--- src/rtl/irq_ctrl_pkg.sv ---
`default_nettype none
package irq_ctrl_pkg;
  // ******************************************
  // Source table
  // ******************************************
  localparam int unsigned NUM_SOURCES = 15;
  localparam int unsigned NUM_SLOTS   = 17;
  localparam int unsigned ORDER_W     = 5;
  localparam logic [4:0] ORDER_EXT0   = 5'h00;
  localparam logic [4:0] ORDER_TMR0   = 5'h01;
  localparam logic [4:0] ORDER_EXT1   = 5'h02;
  localparam logic [4:0] ORDER_TMR1   = 5'h03;
  localparam logic [4:0] ORDER_SERIAL = 5'h04;
  localparam logic [4:0] ORDER_TMR2   = 5'h05;
  localparam logic [4:0] ORDER_MATCH  = 5'h08;
  localparam logic [4:0] ORDER_CSDONE = 5'h0f;
  localparam logic [4:0] ORDER_CSGRT  = 5'h10;
  // Slots 13 and 14 hold no source
  localparam logic [16:0] SLOT_PRESENT = 17'h19fff;
  localparam logic [16:0] HW_CLEARED   = 17'h0000f;
  // ******************************************
  // Vectors and reset values
  // ******************************************
  localparam logic [15:0] RESET_VECTOR = 16'h0000;
  localparam logic [15:0] VECTOR_BASE  = 16'h0003;
  localparam logic [15:0] VECTOR_STEP  = 16'h0008;
  localparam logic [16:0] PRIO_RESET   = 17'h00000;
  // ******************************************
  // Timing, in system clocks
  // ******************************************
  localparam int unsigned DETECT_CYCLES = 1;
  localparam int unsigned CALL_CYCLES   = 4;

  typedef enum logic [1:0] {
    LVL_NONE = 2'b00,
    LVL_LOW  = 2'b01,
    LVL_HIGH = 2'b11
  } level_t;

  function automatic logic [15:0] vector_of(input logic [4:0] order);
    vector_of = VECTOR_BASE + 16'(order) * VECTOR_STEP;
  endfunction
endpackage
`default_nettype wire

--- src/rtl/irq_req_if.sv ---
`default_nettype none
interface irq_req_if;
  logic        valid;
  logic        high;
  logic [4:0]  order;
  modport arb (output valid, output high, output order);
  modport ctl (input valid, input high, input order);
endinterface
`default_nettype wire
--- src/rtl/irq_arbiter.sv ---
`default_nettype none
module irq_arbiter
  import irq_ctrl_pkg::*;
(
  input  wire logic [16:0] request_i,
  input  wire logic [16:0] prio_i,
  irq_req_if.arb           req
);
  // ******************************************
  // Fixed order within each level
  // ******************************************
  function automatic logic [5:0] first_set(input logic [16:0] v);
    first_set = 6'h00;
    for (int i = NUM_SLOTS - 1; i >= 0; i--) begin
      if (v[i]) begin
        first_set = {1'b1, 5'(i)};
      end
    end
  endfunction

  logic [5:0] hi_pick;
  logic [5:0] lo_pick;

  always_comb begin
    hi_pick = first_set(request_i & prio_i);
    lo_pick = first_set(request_i & ~prio_i);
    req.valid = hi_pick[5] | lo_pick[5];
    req.high  = hi_pick[5];
    req.order = hi_pick[5] ? hi_pick[4:0] : lo_pick[4:0];
  end
endmodule
`default_nettype wire

--- src/rtl/irq_controller.sv ---
// Notes on behaviour
// - Fifteen sources, each with its own vector, plus reset entry.
// - Software-set pending flag requests and vectors like a hardware one.
// - Each source has one priority bit: low or high.
// - High preempts low routine; nothing preempts a high routine.
// - All priority bits select low after reset.
// - Simultaneous requests: high level granted before low.
// - Equal level: smallest order number wins, 0 to 16.
// - Requests sampled and priority decoded every clock.
// - Best case five clocks: one detect, four for the long call.
// - Pending at return: one more instruction before the long call.
// - Worst case eighteen clocks: 1 + 5 return + 8 divide + 4 call.
// - Equal or lower level waits for return plus one instruction.
// - Reset vector 0x0000; sources at 0x0003 plus eight times order.
// - Hardware clears only external pin and timer 0/1 flags.
// - Global enable gates every source.
// - Pending flags set whatever the enables.
// - Flag still set after return raises a new request at once.
`default_nettype none
module irq_controller
  import irq_ctrl_pkg::*;
(
  input  wire logic        sys_clk_i,
  input  wire logic        rst_n_i,
  // Peripheral condition pulses
  input  wire logic        ext_irq_pin_zero_i,
  input  wire logic        ext_irq_pin_one_i,
  input  wire logic        timer_zero_overflow_i,
  input  wire logic        timer_one_overflow_i,
  // Flags held by their peripherals
  input  wire logic        serial_rx_flag_i,
  input  wire logic        serial_tx_flag_i,
  input  wire logic        timer_two_high_overflow_flag_i,
  input  wire logic        timer_two_low_overflow_flag_i,
  input  wire logic        port_match_i,
  input  wire logic [16:0] periph_pending_i,
  input  wire logic        capsense_done_flag_i,
  input  wire logic        capsense_greater_flag_i,
  // Software access to the four local flags
  input  wire logic [3:0]  flag_set_i,
  input  wire logic [3:0]  flag_clr_i,
  // Configuration
  input  wire logic        global_irq_enable_i,
  input  wire logic [16:0] source_enable_i,
  input  wire logic        prio_wr_i,
  input  wire logic [16:0] prio_wdata_i,
  // Core sequencer
  input  wire logic        instr_done_i,
  input  wire logic        return_from_irq_instr_i,
  input  wire logic        call_ack_i,
  output logic             long_call_instr_o,
  output logic [15:0]      vector_o,
  output logic [3:0]       local_flags_o,
  output logic [16:0]      priority_select_bits_o,
  output logic [1:0]       active_level_o
);
  // ******************************************
  // State
  // ******************************************
  typedef enum logic [1:0] {
    ST_RUN   = 2'b00,
    ST_CALL  = 2'b01,
    ST_HOLD  = 2'b11
  } phase_t;

  typedef struct packed {
    phase_t      phase;
    logic [3:0]  flags;
    logic [16:0] prio;
    logic        in_low;
    logic        in_high;
    logic        saved_low;
    logic        call;
    logic [15:0] vector;
    logic [4:0]  order;
    logic        grant_high;
  } state_t;

  // ******************************************
  // Call entry and routine exit
  // ******************************************
  function automatic state_t start_call(input state_t s, input logic [4:0] order, input logic high);
    state_t t;
    t            = s;
    t.phase      = ST_CALL;
    t.call       = 1'b1;
    t.order      = order;
    t.grant_high = high;
    t.vector     = vector_of(order);
    return t;
  endfunction

  // A nested high return drops back to the low routine underneath
  function automatic state_t end_routine(input state_t s);
    state_t t;
    t       = s;
    t.phase = ST_HOLD;
    if (s.in_high) begin
      t.in_high = 1'b0;
    end else begin
      t.in_low = 1'b0;
    end
    return t;
  endfunction

  state_t     s_r;
  state_t     s_nxt;
  logic [16:0] request;
  logic [16:0] pend;

  irq_req_if  req ();

  irq_arbiter u_arb (
    .request_i (request),
    .prio_i    (s_r.prio),
    .req       (req.arb)
  );

  // ******************************************
  // Request vector
  // ******************************************
  always_comb begin
    pend = periph_pending_i & SLOT_PRESENT;
    pend[ORDER_EXT0] = s_r.flags[0];
    pend[ORDER_TMR0] = s_r.flags[1];
    pend[ORDER_EXT1] = s_r.flags[2];
    pend[ORDER_TMR1] = s_r.flags[3];
    pend[ORDER_SERIAL] = serial_rx_flag_i | serial_tx_flag_i;
    pend[ORDER_TMR2]   = timer_two_high_overflow_flag_i | timer_two_low_overflow_flag_i;
    pend[ORDER_MATCH]  = port_match_i;
    pend[ORDER_CSDONE] = capsense_done_flag_i;
    pend[ORDER_CSGRT]  = capsense_greater_flag_i;
    request = global_irq_enable_i ? (pend & source_enable_i & SLOT_PRESENT) : 17'h00000;
  end

  // ******************************************
  // Sequencer
  // ******************************************
  logic [3:0] cond;
  logic       may_take;
  logic       take_call;
  logic       ret_done;

  always_comb begin
    s_nxt = s_r;
    cond  = {timer_one_overflow_i, ext_irq_pin_one_i, timer_zero_overflow_i, ext_irq_pin_zero_i};
    s_nxt.flags = (s_r.flags & ~flag_clr_i) | cond | flag_set_i;
    if (prio_wr_i) begin
      s_nxt.prio = prio_wdata_i;
    end
    may_take  = !s_r.in_high && (req.high || !s_r.in_low);
    take_call = req.valid && may_take && instr_done_i && !return_from_irq_instr_i;
    ret_done  = instr_done_i && return_from_irq_instr_i;
    unique case (s_r.phase)
      ST_RUN: begin
        if (take_call) begin
          s_nxt = start_call(s_nxt, req.order, req.high);
        end else if (ret_done) begin
          s_nxt = end_routine(s_nxt);
        end
      end
      ST_CALL: begin
        if (call_ack_i) begin
          s_nxt.phase = ST_RUN;
          s_nxt.call  = 1'b0;
          if (s_r.grant_high) begin
            s_nxt.in_high = 1'b1;
          end else begin
            s_nxt.in_low = 1'b1;
          end
          if (HW_CLEARED[s_r.order]) begin
            s_nxt.flags[s_r.order[1:0]] = cond[s_r.order[1:0]] | flag_set_i[s_r.order[1:0]];
          end
        end
      end
      ST_HOLD: begin
        if (ret_done) begin
          // The instruction after a return may be a return too
          s_nxt = end_routine(s_nxt);
        end else if (take_call) begin
          s_nxt = start_call(s_nxt, req.order, req.high);
        end else if (instr_done_i) begin
          s_nxt.phase = ST_RUN;
        end
      end
      default: begin
        s_nxt.phase = ST_RUN;
      end
    endcase
  end

  always_ff @(posedge sys_clk_i or negedge rst_n_i) begin
    if (!rst_n_i) begin
      s_r <= '0;
      s_r.prio   <= PRIO_RESET;
      s_r.vector <= RESET_VECTOR;
    end else begin
      s_r <= s_nxt;
    end
  end

  // ******************************************
  // Outputs
  // ******************************************
  assign long_call_instr_o      = s_r.call;
  assign vector_o               = s_r.vector;
  assign local_flags_o          = s_r.flags;
  assign priority_select_bits_o = s_r.prio;
  assign active_level_o         = s_r.in_high ? LVL_HIGH : (s_r.in_low ? LVL_LOW : LVL_NONE);
endmodule
`default_nettype wire

--- config.mk ---
export PLATFORM = sky130hd
export DESIGN_NAME = irq_controller
export DESIGN_NICKNAME = d
export VERILOG_FILES = /design/src/rtl/irq_ctrl_pkg.sv /design/src/rtl/irq_req_if.sv /design/src/rtl/irq_arbiter.sv /design/src/rtl/irq_controller.sv
export SDC_FILE = /design/constraint.sdc
export NUM_CORES = 1
export LEC_CHECK = 0
export BUFFER_PORTS_ARGS = -buffer_cell sky130_fd_sc_hd__buf_2
export CAP_MARGIN = 15
export CORE_AREA = 4 4 74 76
export CTS_CLUSTER_DIAMETER = 150
export DETAILED_ROUTE_END_ITERATION = 10
export DIE_AREA = 0 0 78 80
export GPL_TIMING_DRIVEN = 0
export PLACE_DENSITY_LB_ADDON = 0.3
export SLEW_MARGIN = 20
export SYNTH_ARGS = -nofsm -noshare
export SYNTH_HDL_FRONTEND = slang
export SYNTH_SLANG_ARGS = --single-unit
--- constraint.sdc ---
create_clock -name sys_clk_i -period 5.77 [get_ports sys_clk_i]
set_input_delay 0.8655 -clock sys_clk_i [delete_from_list [all_inputs] [get_ports sys_clk_i]]
set_output_delay 0.8655 -clock sys_clk_i [all_outputs]
set_load 0.1 [all_outputs]
# Word level (Yosys, flattened, before mapping)
# Memories as Yosys holds them, arrays and structs flattened.
# Cells that the tools add are included.
[totals]
ff_bits = 48
rom_bits = 32
inputBits = 77
out_inout_bits = 40
word_cells = 123
memories = 1
[memory_table]
columns = ["memory", "depth", "width", "read_ports", "rd_clocked_by_memory_dff", "write_ports", "line_no", "text"]
rows = [
  ["(no name shown)", 32, 1, 1, 0, 0, "irq_controller.sv:171", "if (HW_CLEARED[s_r.order]) begin"],
]
[op_classes]
addsub = 1
magnitude_cmp = 3
n_eq_ne = 13
muxes = 66
bitwise_logic = 12
reduce_logical = 18
[op_table]
columns = ["cell", "count"]
rows = [
  ["2-to-1 mux 6 bit", 35],
  ["2-to-1 mux 49 bit", 3],
  ["bitwise AND 17 bit", 3],
  ["case mux 22 bit (2 select lines)", 1],
  ["2-to-1 mux 17 bit", 2],
  ["case mux 17 bit (2 select lines)", 1],
  ["2-to-1 mux 23 bit", 1],
  ["!= test 2 bit (second input constant)", 9],
  ["NOT 17 bit", 1],
  ["case mux 2 bit (3 select lines)", 2],
  ["case mux 4 bit (3 select lines)", 1],
  ["AND reduction 6 bit", 2],
  ["adder 2 x 8 -> 9 bit (first input constant)", 1],
  ["2-to-1 mux 1 bit", 9],
  ["2-to-1 mux 2 bit", 4],
  ["bitwise OR 4 bit", 2],
  ["logical AND 1 bit", 6],
  ["< comparator 5 x 6 -> 1 bit (second input constant)", 1],
  ["2-to-1 mux 5 bit", 1],
  ["AND reduction 5 bit", 1],
  ["bitwise AND 4 bit", 1],
  ["binary-select mux 1 bit (select 2 bit)", 2],
  ["bitwise mux 4 bit", 1],
  ["2-to-1 mux 4 bit", 1],
  ["17 further kinds", 22],
]

# Logic depth before layout (Yosys ltp)
# Gate-level depths: netlist of the first run.
[depth]
depth_word = 29
mapped_depth = 9
depth_no_buf = 6

# Hierarchy
# From an unflattened synthesis of the first run, not the netlist that was laid out.
[hier_totals]
cells_unflattened = 260
area_unflattened_um2 = 2447.3
[modules_own_cells]
columns = ["mod", "n_inst", "cells_each", "area_per_inst_um2", "seq_area_each_um2"]
rows = [
  ["irq_controller", 1, 166, 1816.7, 825.8],
  ["irq_arbiter", 1, 94, 630.6, 0.0],
]

# Least setup slack after synthesis of the first run
# No wires, ideal clock.
[synth_path]
kind = "in2reg"
startpoint = "input port global_irq_enable_i"
endpoint = "register s_r (netlist bit vector_o[4])"
setup_ns = 0.125
arrival_ns = 2.394
path_slack_ns = 3.251
stages = 8
path_buffers = 2
path_cell_list = "buf_6 > nand4_1 > nand4_2 > nor4_4 > nand4bb_1 > and2_1 > buf_6 > mux2_4"
[synth_via]
elab_chain_len = 26
[synth_rtl]
columns = ["item", "line_no", "text"]
rows = [
  ["from (decl)", "irq_controller.sv:43", "input wire logic global_irq_enable_i,"],
  ["2-to-1 mux 17 bit (*)", "irq_controller.sv:133", "request = global_irq_enable_i ? (pend & source_enable_i & SLOT_PRESENT) : 17'h00000;"],
  ["parallel branches: the longest is 25 deep, another holds bitwise AND 17 bit", "n/a", ""],
  ["to (signal assigned)", "irq_controller.sv:198", "s_r <= s_nxt;"],
  ["to (decl)", "irq_controller.sv:106", "state_t s_r;"],
]
# Mark *: on every way between the ends. The select of a mux whose other input is x is not followed.
# A chain may end at the register's enable or synchronous reset.

# Worst setup path after layout of the first run
[layout_path]
startpoint = "input port global_irq_enable_i"
endpoint = "register s_r (netlist bit vector_o[6])"
# The elaborated chain is that of the path after synthesis.

==> results by group, run 1 <==
Status
  – Run status: finished clean

Floorplan
  – I/O Pins: around 120
  – Core area: around 4700 sq um
  – Die Y: approximately 80 um
  – Rows: 25
  – DIE AREA: ~6200 sq um
  – Starting Density: 50.0%
  – Die X: between 70 and 80 um

Global routing
  – Vias in the first global route: 2,091
  – Congestion Overflow GR: 0
  – Largest net degree at the start of global routing: 34
  – Total Routing Usage GR: between 10% and 20%
  – Global-route wire length before repair: 9.14 mm
  – Initial antenna violation count: 0

Setup path
  – Startpoint type of the worst setup path: input pin
  – Crit. End Element: flip-flop
  – Flop2flop setup slack: roughly 3.6 ns
  – Worst Path Arrival: between 2 and 3 ns
  – Reg2reg path depth: 7
  – CP Max Fanout: 10
  – R2R Path Start: priority_select_bits_o[12]$_DFFE_PN0P_
  – Reg2reg end: vector_o[6]$_DFFE_PN0P_
  – Crit path kind: input pin to flip-flop
  – Critical Path RT: approximately 6 ns

Min path
  – Hold path depth: 1
  – Hold path start: long_call_instr_o$_DFFE_PN0P_
  – WHS Endpoint: long_call_instr_o$_DFFE_PN0P_
  – Worst min path class: flip-flop to flip-flop

Timing
  – Endpoints failing hold: 0
  – Final Cycle Share: between 40% and 50%
  – Hold WS: 0.486 ns
  – Worst Setup Slack, final: roughly 3.2 ns
  – TNS Setup: 0 ns
  – Slew @ Worst Pin: ~0.73 ns
  – Clock skew: a little under 0.002 ns
  – Fin. max-slew vios: 0
  – Slew HR: between 50% and 60%
  – RSZ-0062 raised after global routing: no
  – Max Fclk: about 380 MHz
  – Fin crit period: between 2 and 3 ns
  – # setup viols final: 0

Clocking
  – Number of setup buffers added after CTS: 0
  – CTS buffer count: 5
  – Reg clk slew, reported paths: roughly 0.07 ns
  – Htree depth: 2
  – CTS tree: yes
  – Sink Count: 33
  – Root Buffer: clkbuf_8
  – Cts repair resizes: 0
  – Post-CTS Hold Buffers: 0
  – Clk buf depth: 2
  – Clk_lat worst skew: around 0.29 ns

Yosys
  – Register area share after synthesis: between 30% and 40%
  – Asr flop ratio synth: 100%
  – Seq cells post-synth: 33
  – Yosys cell types: 50
  – Post-Syn Area: 2360 sq um
  – Synth Area per Inst: between 9 and 10 sq um
  – Synth Instances: ~250
  – Post-synth top flop: dfrtp_1
  – Number of synthesized flops with an enable pin: 0
  – Ys Warns: 0

Place
  – Setup WS pre-CTS: between 2 and 3 ns
  – Port-buffer cells: 93
  – Final HPWL DP: around 4.7 mm
  – GP Congestion: 0.797

Power
  – Lkg Pwr: 1.50 nW
  – Worst ir drop on vdd: 0.323 mV
  – PD cells: just under 400 nW/um^2
  – Power Total: 1.17 mW

Drt
  – Final WL: just under 6 mm
  – Drt via density: 5.20
  – DRT antenna net count: 0
  – Routed len/inst: 13.8 um
  – Initial DRT Pass Iterations: 4
  – Iter 0 DRT Violations: between 80 and 90
  – Via count: 2,200
  – Remaining DRCs: 0

Finish
  – Share of cells above drive strength 1: 48.3%
  – Final net count: 432
  – Area Overhead vs Synth: 28.2%
  – ANT cells: 0

Flow run
  – Maxcap violations: 0
worst max-delay path by stage:
stage / end / from / cells after the start / slack (ns)
after global routing: vector_o[6]$_DFFE_PN0P_ / global_irq_enable_i / 9 / 3.06
after floorplan: vector_o[4]$_DFFE_PN0P_ / global_irq_enable_i / 8 / 3.25
after detailed placement: vector_o[6]$_DFFE_PN0P_ / global_irq_enable_i / 9 / 2.87
after CTS: vector_o[6]$_DFFE_PN0P_ / global_irq_enable_i / 9 / 3.17
final: vector_o[6]$_DFFE_PN0P_ / global_irq_enable_i / 9 / 3.16
after global placement: vector_o[6]$_DFFE_PN0P_ / global_irq_enable_i / 9 / 2.92
routing by layer:
| layer | share of wire [%] | global-route usage, % | up-vias |
|---|---|---|---|
| met5 | 0 | 0 | - |
| met4 | 1.1 | 6.47 | 0 |
| met3 | 7.5 | 5.64 | 6 |
| met2 | 49 | 32.7 | 74 |
| met1 | 42 | 22.2 | 1022 |
| li1 | - | - | 1098 |
where the power goes:
part | total, mW | switching, mW | internal (mW)
clock network | 0.169 | 0.0861 | 0.0831
registers | 0.339 | 0.0574 | 0.282
logic | 0.661 | 0.481 | 0.180
cell type report:
type,count,area [sq um]
fill,421,1700
tap,67,83.8
sequential,33,826
buffer,44,332
clock inverter,3,17.5
timing repair buffer,93,465
multi-input combinational,166,1190
clock buffer,5,68.8
inverter,12,45.0
worst max-delay path: stages:
cell and delay, ns:
buf_2 0.13, buf_6 0.15, nand4_1 0.20, nand4_2 0.21, nor4_4 0.40, nand4bb_1 0.22
and2_1 0.20, buf_6 0.13, mux2_4 0.29
through the flow:
stage	area [sq um]	instances	utilization (%)
5_1_grt	3030	423	64.1
3_5_place_dp	2940	415	62.3
6_report	3030	423	64.1
3_3_place_gp	2940	415	62.3
4_1_cts	3030	423	64.1
2_1_floorplan	2390	255	-
flip-flops by register name, summed over array words and instances, names as in the netlist:
name                    cells
priority_select_bits_o     17
vector_o                    6
s_r                         5
local_flags_o               4
long_call_instr_o           1
kinds of logic (layout without fill, tap and decap cells):
family | after synthesis | count (layout) | share of synthesized area, %
AOI/OAI and AO/OA | 49 | 49 | 14.3
and+or+nand+nor | 87 | 87 | 24.2
muxes | 21 | 21 | 10.4
buffers and inverters | 56 | 157 | 16.0
other | 1 | 9 | 0.159
DFF | 33 | 33 | 35.0
synth_stat cells (6+ instances only):
cell | number | area [sq um]
buf_4 | 38 | 285
nand4_1 | 14 | 87.6
nand2b_1 | 6 | 37.5
nand2_1 | 17 | 63.8
nand4b_1 | 8 | 70.1
o21ai_0 | 11 | 55.1
dfrtp_1 | 33 | 826
nor2_1 | 6 | 22.5
nand3_1 | 8 | 40.0
mux2_2 | 16 | 180
a21oi_1 | 7 | 35.0
inv_1 | 12 | 45.0
layout by cell type, fill, tap and decap left out, types with 4 or more instances in the layout:
master	n
a21oi_1	7
a311o_1	4
a31oi_1	4
buf_2	94
buf_4	38
clkbuf_8	5
conb_1	9
dfrtp_1	33
inv_1	12
mux2_2	16
nand2_1	17
nand2b_1	6
nand3_1	8
nand4_1	14
nand4_2	5
nand4b_1	8
nor2_1	6
o2111ai_1	5
o211ai_1	5
o21ai_0	11
No activity file was read; power rests on OpenSTA's default activity.
==> run 2: changes to the inputs <==
--- a/config.mk
+++ b/config.mk
@@ -7,10 +7,10 @@
 export LEC_CHECK = 0
 export BUFFER_PORTS_ARGS = -buffer_cell sky130_fd_sc_hd__buf_2
 export CAP_MARGIN = 15
-export CORE_AREA = 4 4 74 76
+export CORE_AREA = 4 4 77 79
 export CTS_CLUSTER_DIAMETER = 150
 export DETAILED_ROUTE_END_ITERATION = 10
-export DIE_AREA = 0 0 78 80
+export DIE_AREA = 0 0 81 83
 export GPL_TIMING_DRIVEN = 0
 export PLACE_DENSITY_LB_ADDON = 0.3
 export SLEW_MARGIN = 20
==> constraint.sdc (replaced) <==
create_clock -name sys_clk_i -period 2.6 [get_ports sys_clk_i]
set_input_delay 0.39 -clock sys_clk_i [delete_from_list [all_inputs] [get_ports sys_clk_i]]
set_output_delay 0.39 -clock sys_clk_i [all_outputs]
set_load 0.1 [all_outputs]
==> run 2 against run 1 <==
  * Clock skew increased by 0.0032 ns
  * Highest routed layer unchanged
  * Largest cell class unchanged
  * Sequential cell count did not move
  * Via count rose by 0.36%
  * Non-clock buffer count unchanged
  * Power up 120%
  * Sequential share of layout area shrank 0.056 points
  * Sequential power is 120% higher
  * Core utilization is 7.3 points lower
  * Global-route usage shrank 0.50 points
==> results by group, run 2 (synthesis results as in run 1) <==
Status
  – Run status: finished clean

Place
  – Placed cell area: 2950 sq um (+0.21%)
  – Setup WS pre-CTS: 0.222 ns (-2.64 ns)
  – Final HPWL DP: 4.92 mm (+3.9%)
  – Port-buffer cells: 93 (unchanged)
  – GP Congestion: 0.867 (+8.8%)

Clocking
  – Clk_lat worst skew: 0.28 ns (about the same)
  – Sink Count: 33 (unchanged)
  – Cts repair resizes: 0 (unchanged)
  – Reg clk slew, reported paths: 0.06 ns (about the same)
  – Post-CTS Hold Buffers: 0 (unchanged)
  – Number of setup buffers added after CTS: 0 (unchanged)
  – CTS buffer count: 5 (unchanged)
  – Root Buffer: clkbuf_8
  – Htree depth: 2 (unchanged)
  – Clk buf depth: 2 (unchanged)
  – CTS tree: yes

Setup path
  – Crit path kind: flip-flop to flip-flop
  – Crit-path leading delay family: simple AND/OR/NAND/NOR gates
  – Worst Path Arrival: 2.37 ns (-0.42 ns)
  – Worst Path Buf+Inv: 1 (-2)
  – Crit path largest cell delay: 0.42 ns (+0.02 ns)
  – Worst-path cell chain: and4_1 > nand2b_1 > nor4_4 > nand4bb_1 > and2_1 > buf_6 > mux2_4
  – Critical Path RT: 2.76 ns (-3.19 ns)
  – Critical-path top delay cell: nor4_4
  – Crit. End Element: flip-flop
  – Startpoint type of the worst setup path: flip-flop
  – CP Max Fanout: 7 (-3)

Drt
  – Via count: 2,208 (+0.36%)
  – Routed len/inst: 14.1 um (+2.3%)
  – Initial DRT Pass Iterations: 4 (unchanged)
  – Drt via density: 5.17 (-0.58%)
  – DRT antenna net count: 0 (unchanged)
  – Remaining DRCs: 0 (unchanged)
  – Final WL: 6.01 mm (+3.2%)
  – Iter 0 DRT Violations: 110 (+28%)

Floorplan
  – Die X: 81 um (+3.8%)
  – Die Y: 83 um (+3.8%)
  – DIE AREA: 6720 sq um (+7.7%)
  – Rows: 27 (+8.0%)
  – Core area: 5340 sq um (+13%)
  – Starting Density: 44.2% (-5.8 points)
  – I/O Pins: 117 (unchanged)

Power
  – Power Total: 2.60 mW (+120%)
  – Lkg Pwr: 1.50 nW (about the same)
  – Worst ir drop on vdd: 0.645 mV (+100%)
  – PD cells: 858 nW/um^2 (+120%)

Finish
  – Max reg flops: 17 (unchanged)
  – Final net count: 432 (unchanged)
  – ANT cells: 0 (unchanged)
  – Most frequent cells in the layout: buf_2 (94), buf_4 (38), dfrtp_1 (33)
  – Area Overhead vs Synth: 28.5%
  – Post-route cell area: 3030 sq um (+0.21%)
  – Share of cells above drive strength 1: 47.9% (-0.43 points)
  – Fillers: 528 (+25%)
  – Commonest non-fill, non-tap cell in the layout: buf_2

Timing
  – Fin. max-slew vios: 0 (unchanged)
  – RSZ-0062 raised after global routing: no
  – Clock skew: 0.00508 ns (+0.00316 ns)
  – TNS Setup: 0 ns (unchanged)
  – Final Cycle Share: a little over four fifths
  – Slew HR: 49.7% (-1.8 points)
  – # setup viols final: 0 (unchanged)
  – Max Fclk: 453 MHz
  – Slew @ Worst Pin: 0.754 ns (+0.0264 ns)
  – Fin crit period: about 2.2 ns
  – Endpoints failing hold: 0 (unchanged)
  – Worst Setup Slack, final: 0.392 ns (-2.77 ns)

Min path
  – Worst min path class: input pin to async pin

Flow run
  – Maxcap violations: 0 (unchanged)

Global routing
  – Congestion Overflow GR: 0 (unchanged)
  – Global-route wire length before repair: 9.73 mm (+6.4%)
  – Initial antenna violation count: 0 (unchanged)
  – Vias in the first global route: 2,135 (+2.1%)
  – Largest net degree at the start of global routing: 34 (unchanged)
  – Total Routing Usage GR: 18.3% (-0.50 points)
==> run 2: worst register-to-register path: cells and delay by family, from the launching register on <==
family | cells | cell delay [ns]
and+or+nand+nor | 5 | 1.27
DFF | 1 | 0.40
muxes | 1 | 0.29
buffers and inverters | 1 | 0.13
==> run 2: cell type report <==
| type | instances | area, sq um | share of cell area (%) |
|---|---|---|---|
| Multi-Input combinational cell | 166 | 1190 | 39.2 |
| Sequential cell | 33 | 826 | 27.2 |
| Timing Repair Buffer | 93 | 465 | 15.3 |
| Buffer | 44 | 332 | 10.9 |
| Tap cell | 72 | 90.1 | 2.97 |
| Clock buffer | 7 | 86.3 | 2.85 |
| Inverter | 12 | 45.0 | 1.49 |
==> run 2: routing by layer <==
layer | GRT usage, % | part of all wire (%) | vias up
met3 | 4.77 | 7.4 | 6
met2 | 31.6 | 50 | 73
met4 | 3.84 | 0.75 | 0
met1 | 22.8 | 41 | 1028
met5 | 0 | 0 | -
li1 | - | - | 1101
==> run 2: final timing paths <==
kind                                                         endpoint  slack (ns)  cells past startpoint                                    from
worst max register to register                vector_o[4]$_DFFE_PN0P_        0.39                      7  priority_select_bits_o[12]$_DFFE_PN0P_
min in group sys_clk_i                     local_flags_o[0]$_DFF_PN0_        0.31                      2                      ext_irq_pin_zero_i
worst min register to register          long_call_instr_o$_DFFE_PN0P_        0.49                      1           long_call_instr_o$_DFFE_PN0P_
max in group asynchronous       priority_select_bits_o[1]$_DFFE_PN0P_        1.95                      1                                 rst_n_i
worst min-delay path                              s_r[24]$_DFFE_PN0P_        0.17                      1                                 rst_n_i
worst max-delay path                          vector_o[4]$_DFFE_PN0P_        0.39                      7  priority_select_bits_o[12]$_DFFE_PN0P_
==> run 2: power breakdown <==
group	leakage (nW)	internal (mW)	switching (mW)	total [mW]
clock network	0.0443	0.210	0.177	0.387
registers	0.381	0.626	0.127	0.753
logic	1.07	0.400	1.06	1.46
total	1.50	1.24	1.37	2.60
==> run 2: metrics by stage <==
step	util [%]	hold WS (ns)	std cells
6_report	56.8	0.174	427
5_1_grt	56.8	0.241	427
4_1_cts	56.8	0.200	427
3_5_place_dp	55.2	0.480	420
3_3_place_gp	55.2	0.473	420
2_1_floorplan	-	0.0944	255
==> run 3: changes to the inputs <==
--- a/config.mk
+++ b/config.mk
@@ -7,10 +7,10 @@
 export LEC_CHECK = 0
 export BUFFER_PORTS_ARGS = -buffer_cell sky130_fd_sc_hd__buf_2
 export CAP_MARGIN = 15
-export CORE_AREA = 4 4 77 79
+export CORE_AREA = 4 4 80 82
 export CTS_CLUSTER_DIAMETER = 150
 export DETAILED_ROUTE_END_ITERATION = 10
-export DIE_AREA = 0 0 81 83
+export DIE_AREA = 0 0 84 86
 export GPL_TIMING_DRIVEN = 0
 export PLACE_DENSITY_LB_ADDON = 0.3
 export SLEW_MARGIN = 20
==> constraint.sdc (replaced) <==
create_clock -name sys_clk_i -period 2 [get_ports sys_clk_i]
set_input_delay 0.3 -clock sys_clk_i [delete_from_list [all_inputs] [get_ports sys_clk_i]]
set_output_delay 0.3 -clock sys_clk_i [all_outputs]
set_load 0.1 [all_outputs]
==> run 3 against run 2 <==
  * Clock skew is 0.00060 ns lower
  * Combinational power is 36% higher
  * Core utilization is 0.57 points lower
  * Non-clock buffer count is 19 higher
  * Global-route usage is 0.96 points lower
  * Highest routed layer unchanged
  * Die area is 7.5% higher
  * Count of clock-buffer cells in the layout is 1 lower
  * Register-to-register slack worse by 0.33 ns
  * Critical path type unchanged
  * Clock power is 28% higher
==> results by group, run 3 (synthesis results as in run 1) <==
Setup path
  – Startpoint type of the worst setup path: flip-flop
  – Worst-path cell chain: o2111ai_2 > nand4_2 > nor4_4 > nand4bb_1 > and2_4 > mux2_4
  – Worst Path Arrival: 2.11 ns (-0.26 ns)
  – Critical-path top delay cell: dfrtp_2
  – Worst Path Buf+Inv: 0 (-1)
  – Crit-path leading delay family: simple AND/OR/NAND/NOR gates
  – Crit path largest cell delay: 0.46 ns (+0.04 ns)
  – CP Max Fanout: 7 (unchanged)
  – Crit. End Element: flip-flop
  – Crit path kind: flip-flop to flip-flop
  – Flop2flop setup slack: 0.07 ns (-0.33 ns)
  – Critical Path RT: 2.17 ns (-0.59 ns)

Drt
  – Initial DRT Pass Iterations: 4 (unchanged)
  – Via count: 2,315 (+4.8%)
  – Drt via density: 5.14 (-0.51%)
  – DRT antenna net count: 0 (unchanged)
  – Routed len/inst: 14.1 um (-0.17%)
  – Remaining DRCs: 0 (unchanged)
  – Iter 0 DRT Violations: 59 (-46%)
  – Final WL: 6.33 mm (+5.2%)

Timing
  – Fin. max-slew vios: 0 (unchanged)
  – RSZ-0062 raised after global routing: yes
  – Slew HR: 48.2% (-1.5 points)
  – Max Fclk: 517 MHz (+14%)
  – Worst Setup Slack, final: 0.0673 ns (-0.325 ns)
  – Hold WS: 0.0878 ns (-0.0867 ns)
  – Endpoints failing hold: 0 (unchanged)
  – Fin crit period: 1.93 ns (-0.275 ns)
  – # setup viols final: 0 (unchanged)
  – Final Cycle Share: 96.6% (+12 points)
  – Clock skew: 0.00448 ns (-0.000596 ns)
  – Slew @ Worst Pin: 0.776 ns (+0.0225 ns)

Power
  – Lkg Pwr: 1.60 nW (+6.7%)
  – Worst ir drop on vdd: 0.901 mV (+40%)
  – PD cells: 1070 nW/um^2 (+25%)

Finish
  – Final net count: 451 (+4.4%)
  – Most frequent cells in the layout: buf_2 (94), buf_4 (58), dfrtp_1 (31)
  – Commonest non-fill, non-tap cell in the layout: buf_2
  – Final core occ: 56.3% (-0.57 points)
  – Multi-input logic area: 1250 sq um (+4.8%)
  – Fin cells: 450 (+5.4%)
  – ANT cells: 0 (unchanged)
  – Fillers: 569 (+7.8%)
  – Area Overhead vs Synth: 36.9%
  – Max reg flops: 17 (unchanged)
  – Share of cells above drive strength 1: 53.6% (+5.7 points)
  – Sequential Area: 828 sq um (+0.30%)

Status
  – Run status: finished clean

Clocking
  – Sink Count: 33 (unchanged)
  – Post-CTS Hold Buffers: 0 (unchanged)
  – CTS tree: yes
  – Htree depth: 2 (unchanged)
  – Reg clk slew, reported paths: 0.07 ns (about the same)
  – Clk_lat worst skew: 0.29 ns (about the same)
  – Clk buf depth: 2 (unchanged)
  – Root Buffer: clkbuf_8
  – CTS buffer count: 5 (unchanged)

Min path
  – Worst min path class: input pin to async pin

Floorplan
  – I/O Pins: 117 (unchanged)
  – Rows: 28 (+3.7%)
  – Starting Density: 41.1% (-3.1 points)
  – DIE AREA: 7220 sq um (+7.5%)
  – Die Y: 86 um (+3.6%)
  – Die X: 84 um (+3.7%)
  – Core area: 5750 sq um (+7.6%)

Place
  – Setup WS pre-CTS: -0.365 ns (-0.587 ns)
  – Final HPWL DP: 4.90 mm (-0.49%)
  – Port-buffer cells: 93 (unchanged)
  – GP Congestion: 0.874 (+0.80%)
  – Placed Instances: 423 (+0.71%)

Global routing
  – Congestion Overflow GR: 0 (unchanged)
  – Total Routing Usage GR: 17.4% (-0.96 points)
  – Global-route wire length before repair: 10.2 mm (+4.8%)
  – Vias in the first global route: 2,265 (+6.1%)
  – Largest net degree at the start of global routing: 34 (unchanged)
  – Initial antenna violation count: 0 (unchanged)

Flow run
  – Maxcap violations: 0 (unchanged)
==> run 3: final timing paths <==
kind / from / endpoint / depth (start not counted)
max: priority_select_bits_o[4]$_DFFE_PN0P_ / vector_o[6]$_DFFE_PN0P_ / 6
min: rst_n_i / priority_select_bits_o[16]$_DFFE_PN0P_ / 1
max reg2reg: priority_select_bits_o[4]$_DFFE_PN0P_ / vector_o[6]$_DFFE_PN0P_ / 6
min reg2reg: long_call_instr_o$_DFFE_PN0P_ / long_call_instr_o$_DFFE_PN0P_ / 1
max in group asynchronous: rst_n_i / priority_select_bits_o[5]$_DFFE_PN0P_ / 1
min in group sys_clk_i: ext_irq_pin_one_i / local_flags_o[2]$_DFF_PN0_ / 2
==> run 3: worst reg2reg max path, delay by kind of cell, from the launching register on <==
family          cells  cell delay [ns]
flops               1             0.46
simple gates        4             0.94
compound gates      1             0.13
mux                 1             0.29
==> run 3: final cells by class <==
class	count	area share (%)
timing repair buffer	113	19.0
clock inverter	2	0.310
sequential	33	25.6
clock buffer	6	2.25
inverter	12	1.39
tap	75	2.90
multi-input combinational	166	38.6
buffer	43	9.91
==> run 3: power by group <==
group	leakage, nW	internal, mW	switching, mW	total, mW
clock network	0.0450	0.241	0.253	0.494
logic	1.17	0.577	1.40	1.98
registers	0.379	0.814	0.163	0.977
total	1.60	1.63	1.82	3.45
==> run 3: through the flow <==
step	total power [mW]	TNS, ns	cell area, sq um
CTS	3.45	-0.145	3170
global route	3.63	-0.0631	3230
floorplan	2.59	0	2400
finish	3.45	0	3230
detailed placement	2.90	-1.96	2960
global placement	2.88	-1.81	2960
==> run 3: layer usage <==
layer / share of wire (%) / GRT usage (%) / routed length (um)
met1: 41 / 20.6 / 2590
met4: 1.7 / 6.29 / 107
met3: 8.8 / 6.15 / 554
met2: 49 / 29.2 / 3080
met5: 0 / 0 / 0
==> run 3: repair_timing <==
action                                  4_1_cts  5_1_grt
endpoints found under the setup margin        7        8
resized for setup                             5        7
setup buffers                                13        7
pin swaps                                    12        8
